File: src/logic/ubrg_pkg.sv
`default_nettype none

package ubrg_pkg;

    ////////////////////////////////////////////////////////////////////////////
    // bus geometry
    localparam int           ADDR_W = 12;             // apb address width
    localparam int           DATA_W = 32;             // apb data width

    // register byte offsets
    localparam logic [11:0]  MODE_OFF = 12'h000;      // serial_mode_register
    localparam logic [11:0]  DIV_OFF  = 12'h004;      // baud_divisor_register
    localparam logic [11:0]  STAT_OFF = 12'h008;      // generator status, read only

    ////////////////////////////////////////////////////////////////////////////
    // field layout of the mode register
    localparam int           SYNC_BIT = 8;            // 0 async, 1 sync
    localparam int           CLOCK_SOURCE_SELECT_LSB = 4;            // clock_source_select low bit
    localparam int           CLOCK_SOURCE_SELECT_W   = 2;            // clock_source_select width
    localparam int           DIV_W    = 16;           // clock_divisor width

    // status register layout
    localparam int           STAT_RUN_BIT = 0;        // baud clock enabled
    localparam int           STAT_PIN_BIT = 1;        // synchronised pin level
    localparam int           STAT_PH_LSB  = 4;        // oversample phase

    // reset values
    localparam logic         SYNC_RST = 1'b0;
    localparam logic [1:0]   CLOCK_SOURCE_SELECT_RST = 2'h0;
    localparam logic [15:0]  DIV_RST  = 16'h0000;

    ////////////////////////////////////////////////////////////////////////////
    // clock source codes
    localparam logic [1:0]   CLOCK_SOURCE_SELECT_PCLK  = 2'h0;       // undivided pclk
    localparam logic [1:0]   CLOCK_SOURCE_SELECT_PCLK8 = 2'h1;       // pclk over eight

    // divider constants
    localparam logic [2:0]   PRE_LAST   = 3'h7;       // last state of the /8 prescaler
    localparam logic [3:0]   OVER_LAST  = 4'hF;       // last of sixteen samples per bit
    localparam logic [3:0]   OVER_FIRST = 4'h0;       // oversample phase after a bit

endpackage : ubrg_pkg

`default_nettype wire

File: src/logic/ubrg_pin_sync.sv
`timescale 1ns/1ps
`default_nettype none

module ubrg_pin_sync (
    // clock and reset
    input  wire logic pclk,
    input  wire logic presetn,
    // raw pin from the far party
    input  wire logic pin_in,
    // synchronised view
    output logic      pin_level,
    output logic      pin_rise
);

    logic meta_reg;     // first stage, read only by the second
    logic sync_reg;     // second stage, safe to use
    logic hist_reg;     // previous safe value for edge detect
    logic rise_reg;     // one-cycle rising edge pulse

    ////////////////////////////////////////////////////////////////////////////
    // two-flop synchroniser; the pin is never used as a clock
    always_ff @(posedge pclk or negedge presetn)
    begin
        if (!presetn)
        begin
            meta_reg <= 1'b0;
            sync_reg <= 1'b0;
        end
        else
        begin
            meta_reg <= pin_in;
            sync_reg <= meta_reg;
        end
    end

    // edge detect only on the settled stage
    always_ff @(posedge pclk or negedge presetn)
    begin
        if (!presetn)
        begin
            hist_reg <= 1'b0;
            rise_reg <= 1'b0;
        end
        else
        begin
            hist_reg <= sync_reg;
            rise_reg <= sync_reg & ~hist_reg;
        end
    end

    assign pin_level = hist_reg;
    assign pin_rise  = rise_reg;

endmodule : ubrg_pin_sync

`default_nettype wire

File: src/logic/ubrg_baud_gen.sv
`timescale 1ns/1ps
`default_nettype none

module ubrg_baud_gen (
    // clock and reset
    input  wire logic        pclk,
    input  wire logic        presetn,
    // apb slave
    input  wire logic        psel,
    input  wire logic        penable,
    input  wire logic        pwrite,
    input  wire logic [11:0] paddr,
    input  wire logic [31:0] pwdata,
    output logic      [31:0] prdata,
    output logic             pready,
    output logic             pslverr,
    // external serial clock, input side only
    input  wire logic        ext_serial_clock_pin,
    // timing strobes to receiver and transmitter
    output logic             baud_tick,
    output logic             rx_sample_tick
);

    ////////////////////////////////////////////////////////////////////////////
    // declarations
    logic        sync_mode_reg;             // serial_mode_register sync bit
    logic [1:0]  clock_source_select_reg;   // clock_source_select field
    logic [15:0] clock_divisor_reg;         // baud_divisor_register contents
    logic [2:0]  pre_cnt_reg;               // pclk/8 prescaler state
    logic        pre_tick_reg;              // one pulse every eight pclk
    logic [15:0] div_cnt_reg;               // divisor counter
    logic [3:0]  over_cnt_reg;              // sixteen-sample phase
    logic        sample_tick_reg;           // 16x oversample pulse
    logic        baud_tick_reg;             // bit period pulse
    logic        rx_sample_reg;             // receiver sample strobe
    logic [31:0] prdata_reg;                // captured read data
    logic        pin_level;                 // synchronised pin level
    logic        pin_rise;                  // synchronised pin rising edge
    logic        ext_direct;                // sync mode fed straight from pin
    logic        src_en;                    // one pulse per selected source period
    logic        div_zero;                  // divisor programmed to zero
    logic        div_hit;                   // divisor counter wraps this cycle
    logic        apb_access;                // access phase of any transfer
    logic        cfg_wr;                    // write to mode or divisor
    logic [31:0] rd_word;                   // read mux output

    ////////////////////////////////////////////////////////////////////////////
    // address decode for the error answer; the read mux decodes paddr in its own case
    function automatic logic ubrg_is_mapped(input logic [11:0] addr);
        ubrg_is_mapped = (addr == ubrg_pkg::MODE_OFF) ||
                         (addr == ubrg_pkg::DIV_OFF)  ||
                         (addr == ubrg_pkg::STAT_OFF);
    endfunction : ubrg_is_mapped

    ////////////////////////////////////////////////////////////////////////////
    // pin synchroniser
    // pin synchronised first
    ubrg_pin_sync u_pin_sync (
        .pclk      (pclk),
        .presetn   (presetn),
        .pin_in    (ext_serial_clock_pin),
        .pin_level (pin_level),
        .pin_rise  (pin_rise)
    );

    ////////////////////////////////////////////////////////////////////////////
    // apb decode; zero wait states, so pready is a constant handshake
    assign apb_access = psel & penable;
    assign pready     = 1'b1;
    // unmapped offsets answer with an error and leave state alone
    assign pslverr    = apb_access & ~ubrg_is_mapped(paddr);
    assign cfg_wr     = apb_access & pwrite &
                        ((paddr == ubrg_pkg::MODE_OFF) || (paddr == ubrg_pkg::DIV_OFF));

    // mode register write
    always_ff @(posedge pclk or negedge presetn)
    begin
        if (!presetn)
        begin
            sync_mode_reg           <= ubrg_pkg::SYNC_RST;
            clock_source_select_reg <= ubrg_pkg::CLOCK_SOURCE_SELECT_RST;
        end
        else if (apb_access && pwrite && paddr == ubrg_pkg::MODE_OFF)
        begin
            sync_mode_reg           <= pwdata[ubrg_pkg::SYNC_BIT];
            clock_source_select_reg <= pwdata[ubrg_pkg::CLOCK_SOURCE_SELECT_LSB +: ubrg_pkg::CLOCK_SOURCE_SELECT_W];
        end
    end

    // divisor register write
    always_ff @(posedge pclk or negedge presetn)
    begin
        if (!presetn)
        begin
            clock_divisor_reg <= ubrg_pkg::DIV_RST;
        end
        else if (apb_access && pwrite && paddr == ubrg_pkg::DIV_OFF)
        begin
            clock_divisor_reg <= pwdata[ubrg_pkg::DIV_W-1:0];
        end
    end

    // read mux; reserved bits read as zero
    always_comb
    begin
        rd_word = 32'h0000_0000;
        case (paddr)
            ubrg_pkg::MODE_OFF:
            begin
                rd_word[ubrg_pkg::SYNC_BIT]                     = sync_mode_reg;
                rd_word[ubrg_pkg::CLOCK_SOURCE_SELECT_LSB +: ubrg_pkg::CLOCK_SOURCE_SELECT_W] = clock_source_select_reg;
            end
            ubrg_pkg::DIV_OFF:
            begin
                rd_word[ubrg_pkg::DIV_W-1:0] = clock_divisor_reg;
            end
            ubrg_pkg::STAT_OFF:
            begin
                // live state of the generator
                rd_word[ubrg_pkg::STAT_RUN_BIT] = ext_direct | ~div_zero;
                rd_word[ubrg_pkg::STAT_PIN_BIT] = pin_level;
                rd_word[ubrg_pkg::STAT_PH_LSB +: $bits(over_cnt_reg)] = over_cnt_reg;
            end
            default:
            begin
                rd_word = 32'h0000_0000;
            end
        endcase
    end

    // read data captured in the setup phase so prdata comes from a flop
    always_ff @(posedge pclk or negedge presetn)
    begin
        if (!presetn)
        begin
            prdata_reg <= 32'h0000_0000;
        end
        else if (psel && !penable && !pwrite)
        begin
            prdata_reg <= rd_word;
        end
    end

    assign prdata = prdata_reg;

    ////////////////////////////////////////////////////////////////////////////
    // pclk over eight prescaler, free running so its phase never depends on
    // when software picked it
    always_ff @(posedge pclk or negedge presetn)
    begin
        if (!presetn)
        begin
            pre_cnt_reg  <= 3'h0;
            pre_tick_reg <= 1'b0;
        end
        else
        begin
            pre_cnt_reg  <= pre_cnt_reg + 3'h1;
            pre_tick_reg <= (pre_cnt_reg == ubrg_pkg::PRE_LAST);
        end
    end

    ////////////////////////////////////////////////////////////////////////////
    // source selection
    always_comb
    begin
        case (clock_source_select_reg)
            ubrg_pkg::CLOCK_SOURCE_SELECT_PCLK:  src_en = 1'b1;
            ubrg_pkg::CLOCK_SOURCE_SELECT_PCLK8: src_en = pre_tick_reg;
            // upper bit set: edges of the pin
            default:              src_en = pin_rise;
        endcase
    end

    assign ext_direct = sync_mode_reg & clock_source_select_reg[1];
    assign div_zero   = (clock_divisor_reg == ubrg_pkg::DIV_RST);
    assign div_hit    = src_en & ~div_zero & ~ext_direct &
                        (div_cnt_reg >= (clock_divisor_reg - 16'h0001));

    ////////////////////////////////////////////////////////////////////////////
    // divisor counter; a config write restarts it so a new rate starts clean
    always_ff @(posedge pclk or negedge presetn)
    begin
        if (!presetn)
        begin
            div_cnt_reg <= 16'h0000;
        end
        else if (cfg_wr || div_zero || ext_direct)
        begin
            div_cnt_reg <= 16'h0000;
        end
        else if (div_hit)
        begin
            div_cnt_reg <= 16'h0000;
        end
        else if (src_en)
        begin
            div_cnt_reg <= div_cnt_reg + 16'h0001;
        end
    end

    // sixteen-sample phase, only used in async mode
    always_ff @(posedge pclk or negedge presetn)
    begin
        if (!presetn)
        begin
            over_cnt_reg <= ubrg_pkg::OVER_FIRST;
        end
        else if (cfg_wr || sync_mode_reg)
        begin
            over_cnt_reg <= ubrg_pkg::OVER_FIRST;
        end
        else if (div_hit)
        begin
            over_cnt_reg <= (over_cnt_reg == ubrg_pkg::OVER_LAST) ?
                            ubrg_pkg::OVER_FIRST : over_cnt_reg + 4'h1;
        end
    end

    ////////////////////////////////////////////////////////////////////////////
    // output strobes, all registered
    always_ff @(posedge pclk or negedge presetn)
    begin
        if (!presetn)
        begin
            sample_tick_reg <= 1'b0;
            baud_tick_reg   <= 1'b0;
            rx_sample_reg   <= 1'b0;
        end
        else
        begin
            sample_tick_reg <= ~sync_mode_reg & div_hit;
            if (ext_direct)
            begin
                baud_tick_reg <= pin_rise;
            end
            else if (sync_mode_reg)
            begin
                baud_tick_reg <= div_hit;
            end
            else
            begin
                baud_tick_reg <= div_hit & (over_cnt_reg == ubrg_pkg::OVER_LAST);
            end
            rx_sample_reg <= sync_mode_reg ? pin_rise : div_hit;
        end
    end

    assign baud_tick      = baud_tick_reg;
    assign rx_sample_tick = rx_sample_reg;

    ////////////////////////////////////////////////////////////////////////////
    // checks
    a_zero_div_quiet: assert property (@(posedge pclk) disable iff (!presetn)
        (div_zero && !ext_direct && $past(div_zero) && !$past(ext_direct))
        |-> !baud_tick_reg && !sample_tick_reg)
        else $error("baud strobe while divisor is zero");

    a_sync_zero_off: assert property (@(posedge pclk) disable iff (!presetn)
        (sync_mode_reg && !clock_source_select_reg[1] && div_zero)
        |=> !baud_tick_reg)
        else $error("sync internal baud tick with zero divisor");

    a_async_sixteen: assert property (@(posedge pclk) disable iff (!presetn)
        (!$past(sync_mode_reg) && baud_tick_reg)
        |-> sample_tick_reg && over_cnt_reg == ubrg_pkg::OVER_FIRST)
        else $error("async bit tick not on sixteenth sample");

    a_pclk_full_rate: assert property (@(posedge pclk) disable iff (!presetn)
        (!sync_mode_reg && clock_source_select_reg == ubrg_pkg::CLOCK_SOURCE_SELECT_PCLK &&
         clock_divisor_reg == 16'h0001)
        |=> sample_tick_reg)
        else $error("pclk source with divisor one missed a sample");

    a_prescale_eight: assert property (@(posedge pclk) disable iff (!presetn)
        pre_tick_reg |=> !pre_tick_reg [*7] ##1 pre_tick_reg)
        else $error("prescaler pulse not every eight cycles");

    a_sync_div_two: assert property (@(posedge pclk) disable iff (!presetn)
        (baud_tick_reg && !psel && sync_mode_reg &&
         clock_source_select_reg == ubrg_pkg::CLOCK_SOURCE_SELECT_PCLK && clock_divisor_reg == 16'h0002)
        |=> !baud_tick_reg ##1 baud_tick_reg)
        else $error("sync divide by two wrong spacing");

    a_ext_direct: assert property (@(posedge pclk) disable iff (!presetn)
        (ext_direct && pin_rise) |=> baud_tick_reg)
        else $error("external pin edge not passed as baud tick");

    a_sync_rx_edge: assert property (@(posedge pclk) disable iff (!presetn)
        (sync_mode_reg && pin_rise) |=> rx_sample_reg)
        else $error("sync receiver missed a pin rising edge");

    a_mode_sync_bit: assert property (@(posedge pclk) disable iff (!presetn)
        (apb_access && pwrite && paddr == ubrg_pkg::MODE_OFF)
        |=> sync_mode_reg == $past(pwdata[ubrg_pkg::SYNC_BIT]))
        else $error("mode bit eight not stored");

    a_edge_single: assert property (@(posedge pclk) disable iff (!presetn)
        pin_rise |=> !pin_rise)
        else $error("pin edge pulse longer than one cycle");

endmodule : ubrg_baud_gen

`default_nettype wire

File: config.mk
export PLATFORM = sky130hd
export DESIGN_NAME = ubrg_baud_gen
export DESIGN_NICKNAME = d
export VERILOG_FILES = /design/src/logic/ubrg_pkg.sv /design/src/logic/ubrg_pin_sync.sv /design/src/logic/ubrg_baud_gen.sv
export SDC_FILE = /design/constraint.sdc
export NUM_CORES = 1
export LEC_CHECK = 0
export ABC_AREA = 1
export BUFFER_PORTS_ARGS = -buffer_cell sky130_fd_sc_hd__buf_2
export CAP_MARGIN = 30
export CORE_MARGIN = 5
export CORE_UTILIZATION = 55
export DETAILED_ROUTE_END_ITERATION = 8
export PLACE_DENSITY = 0.9
export SYNTH_ARGS = -nofsm -noshare
export SYNTH_HDL_FRONTEND = slang
export SYNTH_SLANG_ARGS = --single-unit
File: constraint.sdc
create_clock -name pclk -period 3.2 [get_ports pclk]
set_input_delay 0.16 -clock pclk [delete_from_list [all_inputs] [get_ports pclk]]
set_output_delay 0.16 -clock pclk [all_outputs]
set_load 0.03 [all_outputs]
---- Yosys cells after proc, flatten, opt, wreduce, memory -nomap -nowiden ----
Index checks and enable logic that the tools add are counted.
storage, ports and cells
  bits in registers ....................... 65
  bits in latches ......................... 0
  memory bits (writable) .................. 0
  output and inout port bits .............. 36
  memories ................................ 0
  input port bits ......................... 50
  memory bits (read-only) ................. 0
cells by class
  shift-type cells ........................ 0
  magnitude comparators ................... 1
  bitwise operators ....................... 15
  reductions and logical operators ........ 17
  multiply operators ...................... 0
  add/sub/neg operators ................... 4
  div/mod/pow operators ................... 0
  eq/ne operators ......................... 5
  multiplexer cells ....................... 16
operators with widths
  cell                                                                   count
  16-bit 2-to-1 mux                                                      3
  16-bit by 1-bit adder with 16-bit output (second input constant)       1
  16-bit greater-or-equal comparator                                     1
  16-bit zero test                                                       1
  16-bit by 1-bit subtractor with 16-bit output (second input constant)  1
  12-bit by 3-bit == test with 1-bit output (second input constant)      1
  12-bit by 4-bit == test with 1-bit output (second input constant)      1
  12-bit zero test                                                       1
  4-bit 2-to-1 mux                                                       3
  1-bit bitwise AND                                                      10
  2-bit one-hot mux with 2 select lines                                  2
  7-bit 2-to-1 mux                                                       1
  2-bit one-hot mux with 3 select lines                                  1
  1-bit logical AND                                                      5
  1-bit logical OR                                                       5
  4-bit by 1-bit adder with 4-bit output (second input constant)         1
  4-bit == test (second input constant)                                  1
  1-bit NOT                                                              4
  1-bit one-hot mux with 2 select lines                                  2
  3-bit by 1-bit adder with 3-bit output (second input constant)         1
  3-bit == test (second input constant)                                  1
  1-bit 2-to-1 mux                                                       3
  3-bit nonzero test                                                     1
  2-bit by 1-bit == test with 1-bit output (second input constant)       1
  other kinds (5)                                                        6

---- Depth between registers and ports, before layout ----
  depth after elaboration ................. 8
  mapped depth ............................ 19
  mapped depth without buffers ............ 18

---- Cells and area by module ----
A second synthesis with hierarchy kept.
unflattened totals
  cells, all modules ...................... 502
  area total of the unflattened synthesis .. 4174.0 um^2
by module, submodules not included
  module         cells each  instances  area each (um^2)
  ubrg_baud_gen  496         1          4063.9
  ubrg_pin_sync  6           1          110.1

---- Worst setup path after synthesis ----
OpenSTA, ideal clock, no wires.
  path kind ............................... register to register
  from .................................... register clock_divisor_reg[0]
  to ...................................... register div_cnt_reg[10]
  stages on the path, launching flop included .. 18
  required time ........................... 3.082 ns
  period minus slack after synthesis ...... 2.534 ns
  arrival ................................. 2.415 ns
  setup time .............................. 0.118 ns
  slack ................................... 0.666 ns
  path through ............................ dfrtp_1 -> inv_1 -> ha_1 -> inv_1 -> nor2_2 -> nand3b_2 -> nor3_1 -> xor2_1 -> inv_1 -> ha_1 -> nand2_1 -> nor3_1 -> nand2_1 -> nand2_2 -> nand2_4 -> buf_6 -> nand4_1 -> nand2_1
between the ends
  cells in the longest elaborated chain, start to end .. 7
  elaborated cells on any way between the ends .. 12
  those cells by class .................... 1 x add/sub; 1 x order compare; 2 x mux; 4 x bitwise; 4 x reduce/logical
ends and longest elaborated chain
  item                                                                                   line                  source
  from (decl)                                                                            ubrg_baud_gen.sv:28   logic [15:0] clock_divisor_reg;
  from (signal assigned)                                                                 ubrg_baud_gen.sv:95   clock_divisor_reg <= ubrg_pkg::DIV_RST;
  from (signal assigned)                                                                 ubrg_baud_gen.sv:99   clock_divisor_reg <= pwdata[ubrg_pkg::DIV_W-1:0];
  branches (longest 7 deep; another with 16-bit by 1-bit subtractor with 16-bit output)  --
  to (signal assigned)                                                                   ubrg_baud_gen.sv:198  div_cnt_reg <= div_cnt_reg + 16'h0001;
  to (decl)                                                                              ubrg_baud_gen.sv:31   logic [15:0] div_cnt_reg;
Several ways; the timed one is not identified.
A chain may end at the register's enable or synchronous reset.

---- Worst setup path after layout ----
  from .................................... register clock_divisor_reg[0]
  to ...................................... register over_cnt_reg[0]
between the ends
  cells in the longest elaborated chain, start to end .. 6
  elaborated cells on any way between the ends .. 8
  those cells by class .................... 1 x add/sub; 1 x order compare; 4 x bitwise; 2 x reduce/logical
ends and longest elaborated chain
  item                                                                                   line                  source
  branches (longest 4 deep; another with 16-bit by 1-bit subtractor with 16-bit output)  --
  1-bit bitwise AND (*)                                                                  ubrg_baud_gen.sv:177  assign div_hit = src_en & ~div_zero & ~ext_direct &
  2-bit nonzero test (no line) (*)                                                       --
  to (signal assigned)                                                                   ubrg_baud_gen.sv:207  over_cnt_reg <= ubrg_pkg::OVER_FIRST;
  to (signal assigned)                                                                   ubrg_baud_gen.sv:211  over_cnt_reg <= ubrg_pkg::OVER_FIRST;
  to (signal assigned)                                                                   ubrg_baud_gen.sv:215  over_cnt_reg <= (over_cnt_reg == ubrg_pkg::OVER_LAST) ?
  to (decl)                                                                              ubrg_baud_gen.sv:32   logic [3:0] over_cnt_reg;
Every way passes the cells marked *.

==> results.cfg <==
[floorplanning]
die_h_um = 95.3
dieArea_um2 = 9080
io_pins = 86
core_area_um2 = 7180
num_rows = 31
initial_core_util_pct = 55.8
die-width_um = 95.3

[sta]
slew_headroom_pct = 53.8
finalSetupViolCount = 0
fin_crit_ns = 2.93
maxSlewViolCount = 0
finalClockSkew_ns = 0.0104
hold_viol = 0
grt_setup_unrepaired = false
timing.hold.ws_ns = 0.0281
fin_crit_sh_pct = 91.5
fmax_mhz = 342
finalWorstSetupSlack_ns = 0.273
tightest_slew_ns = 0.692
setup_tns_ns = 0

[place]
port_buffers = 52
dpl-instance-area_um2 = 4300
dp_hpwl_um = 6730
place_congestion = 0.886
dp_cells = 641
pre_cts_slack_ns = 0.199

[global_route]
gr-total-overflow = 0
grt_pass1_vias = 3548
antenna_found_initial = 0
grt_usage_pct = 22.2
grt_max_degree = 39
grt_pass1_wl_um = 15800

[worst_setup_path]
path_class = flop to flop
crit_required_ns = 3.43
arrival_ns = 3.16
critPathCaptureType = flop
critPathBufInv = 3
crit_family = simple AND/OR/NAND/NOR gates
critPathMaxStageDelay_ns = 0.39
cp-start-kind = flop
critPathMaxFanout = 19
cp_cell_sequence = inv_1 > ha_1 > inv_1 > nor2_2 > nand3b_2 > nor3_1 > xor2_1 > inv_1 > ha_1 > nand2_1 > nor3_1 > nand2_1 > nand2_4 > nand2_8 > nand2_1 > o21ai_1
slowest_stage = dfrtp_1
ff2ff_setup_slack_ns = 0.27

[yosys]
synth.cell_area_um2 = 4000
synthArstFlopShare_pct = 100
synth-edff-count = 0
yosysSeqAreaShare_pct = 40.7
ys_top_cells_by_area = dfrtp_1 (41%), nand2_1 (12%), ha_1 (6.6%)
synth-seq-cells = 65
synthTopCellsByCount = nand2_1 (123), dfrtp_1 (65), inv_1 (56)
synthFlopType = dfrtp_1
synth_largest_area_cell = dfrtp_1
synthDistinctLibCells = 37
avgSynthCellArea_um2 = 8.02
synthMostInstantiatedCell = nand2_1
yosysTopAreaCellShare_pct = 40.7
syn_inst = 499
yosysWarnings = 0

[clock_network]
cts_max_level = 3
clkLatencyLatePin_ns = 0.34
cts_buffers = 9
cts_tree = done
cts_max_path_buffers = 2
clk_pin_slew_ns = 0.07
cts_root_buffer = clkbuf_8
cts.sinks = 65

[layout]
nets = 627
final-seq-area_um2 = 1630
multi_input_area_um2 = 2030
drive_gt1_share_pct = 18.5
nFillCells = 553
area_delta_synth_final_pct = 15.0
num_antenna_cells = 0
design_area_um2 = 4600
stdcell_count = 660

[routing]
vias_per_cell = 5.41
first_pass_iters = 6
ant_nets = 0
dr_total_vias = 3568
drt_iter0_markers = 247
wirelength_um = 9420
drt-wirelength-per-cell_um = 14.3
drc_errors = 0

[power]
powerDensity_nw_per_um2 = 417
max-vdd-ir-drop_uv = 337
comb_power_share_pct = 9.5
p_switching_uw = 477
power_frac_seq_pct = 45.7
clockPowerShare_pct = 44.8
cellLeakagePower_nw = 2.44
p_sw_share_pct = 24.9
p_int_mw = 1.44

[run]
maxCapViolCount = 0

[status]
status = finished clean

[worst_hold_path]
hp-class = input port to flop
[final cells by class]
class / count / share of cell area (%)
clock buffers: 11 / 3.07
well taps: 99 / 2.69
repair buffers: 58 / 7.02
flip-flops and latches: 65 / 35.4
clock inverters: 5 / 2.23
multi-input cells: 354 / 44.1
inverters: 68 / 5.55
[cell usage in the layout, fill, tap and decap left out, types with 3 or more instances in the layout]
master / instances
a21oi_1: 12
buf_2: 52
buf_4: 3
bufinv_16: 3
clkbuf_8: 10
conb_1: 17
dfrtp_1: 65
ha_1: 21
inv_1: 56
inv_2: 11
nand2_1: 123
nand3_1: 18
nand3_2: 3
nand4_1: 24
nor2_1: 38
nor2_2: 5
nor3_1: 4
nor3_2: 4
o21ai_0: 5
o21ai_1: 22
o22ai_1: 3
o31ai_1: 9
xnor2_1: 3
xor2_1: 25
[cells by family (layout without fill, tap and decap cells)]
| group | Yosys count | count (layout) | synth area share [%] |
|---|---|---|---|
| compound gates | 59 | 59 | 8.79 |
| flops | 65 | 65 | 40.7 |
| other cells | 2 | 17 | 0.188 |
| fa+ha+maj | 21 | 21 | 6.57 |
| buf+inv | 95 | 142 | 10.9 |
| xor+xnor | 28 | 28 | 6.13 |
| mux | 2 | 2 | 0.563 |
| simple gates | 227 | 227 | 26.2 |
[worst paths after layout]
path | startpoint | end | cells after the start
worst max-delay path | clock_divisor_reg[0] | over_cnt_reg[0] | 16
worst max register to register | clock_divisor_reg[0] | over_cnt_reg[0] | 16
worst min-delay path | pwdata[1] | clock_divisor_reg[1] | 3
min in group asynchronous | presetn | div_cnt_reg[11] | 2
max in group asynchronous | presetn | clock_divisor_reg[6] | 3
worst min register to register | u_pin_sync.meta_reg | u_pin_sync.sync_reg | 0
[layer usage]
metal	GRT usage (%)	vias to the layer above	share of wire, %
met5	0	-	0
met4	9.25	0	4.0
met3	5.92	42	6.3
met2	36.9	156	50
met1	27.1	1679	39
li1	-	1691	-
[power groups by stage]
| stage | sequential, mW | clock, mW | combinational (mW) |
|---|---|---|---|
| finish | 0.877 | 0.860 | 0.183 |
| global route | 0.880 | 0.906 | 0.209 |
| CTS | 0.877 | 0.863 | 0.182 |
| detailed placement | 0.893 | 0 | 0.178 |
| global placement | 0.891 | 0 | 0.168 |
| floorplan | 0.897 | 0 | 0.117 |
[repair_timing]
action,CTS,global route
buffers inserted,0,1
endpoints found under the setup margin,0,21
hold endpoints to repair,46,0
resized for setup,0,7
hold buffers,2,0
[per-stage QoR]
step	power (mW)	util [%]
detailed placement	1.07	59.9
CTS	1.92	63.6
global route	2.00	64.1
finish	1.92	64.1
floorplan	1.01	-
global placement	1.06	59.6
[tightest hold or removal path: cells and delay by family]
family / cells / cell delay (ns)
buffers and inverters: 1 / 0.07
and+or+nand+nor: 1 / 0.04
AOI/OAI and AO/OA: 1 / 0.06
Power figures use the tool's default switching activity.
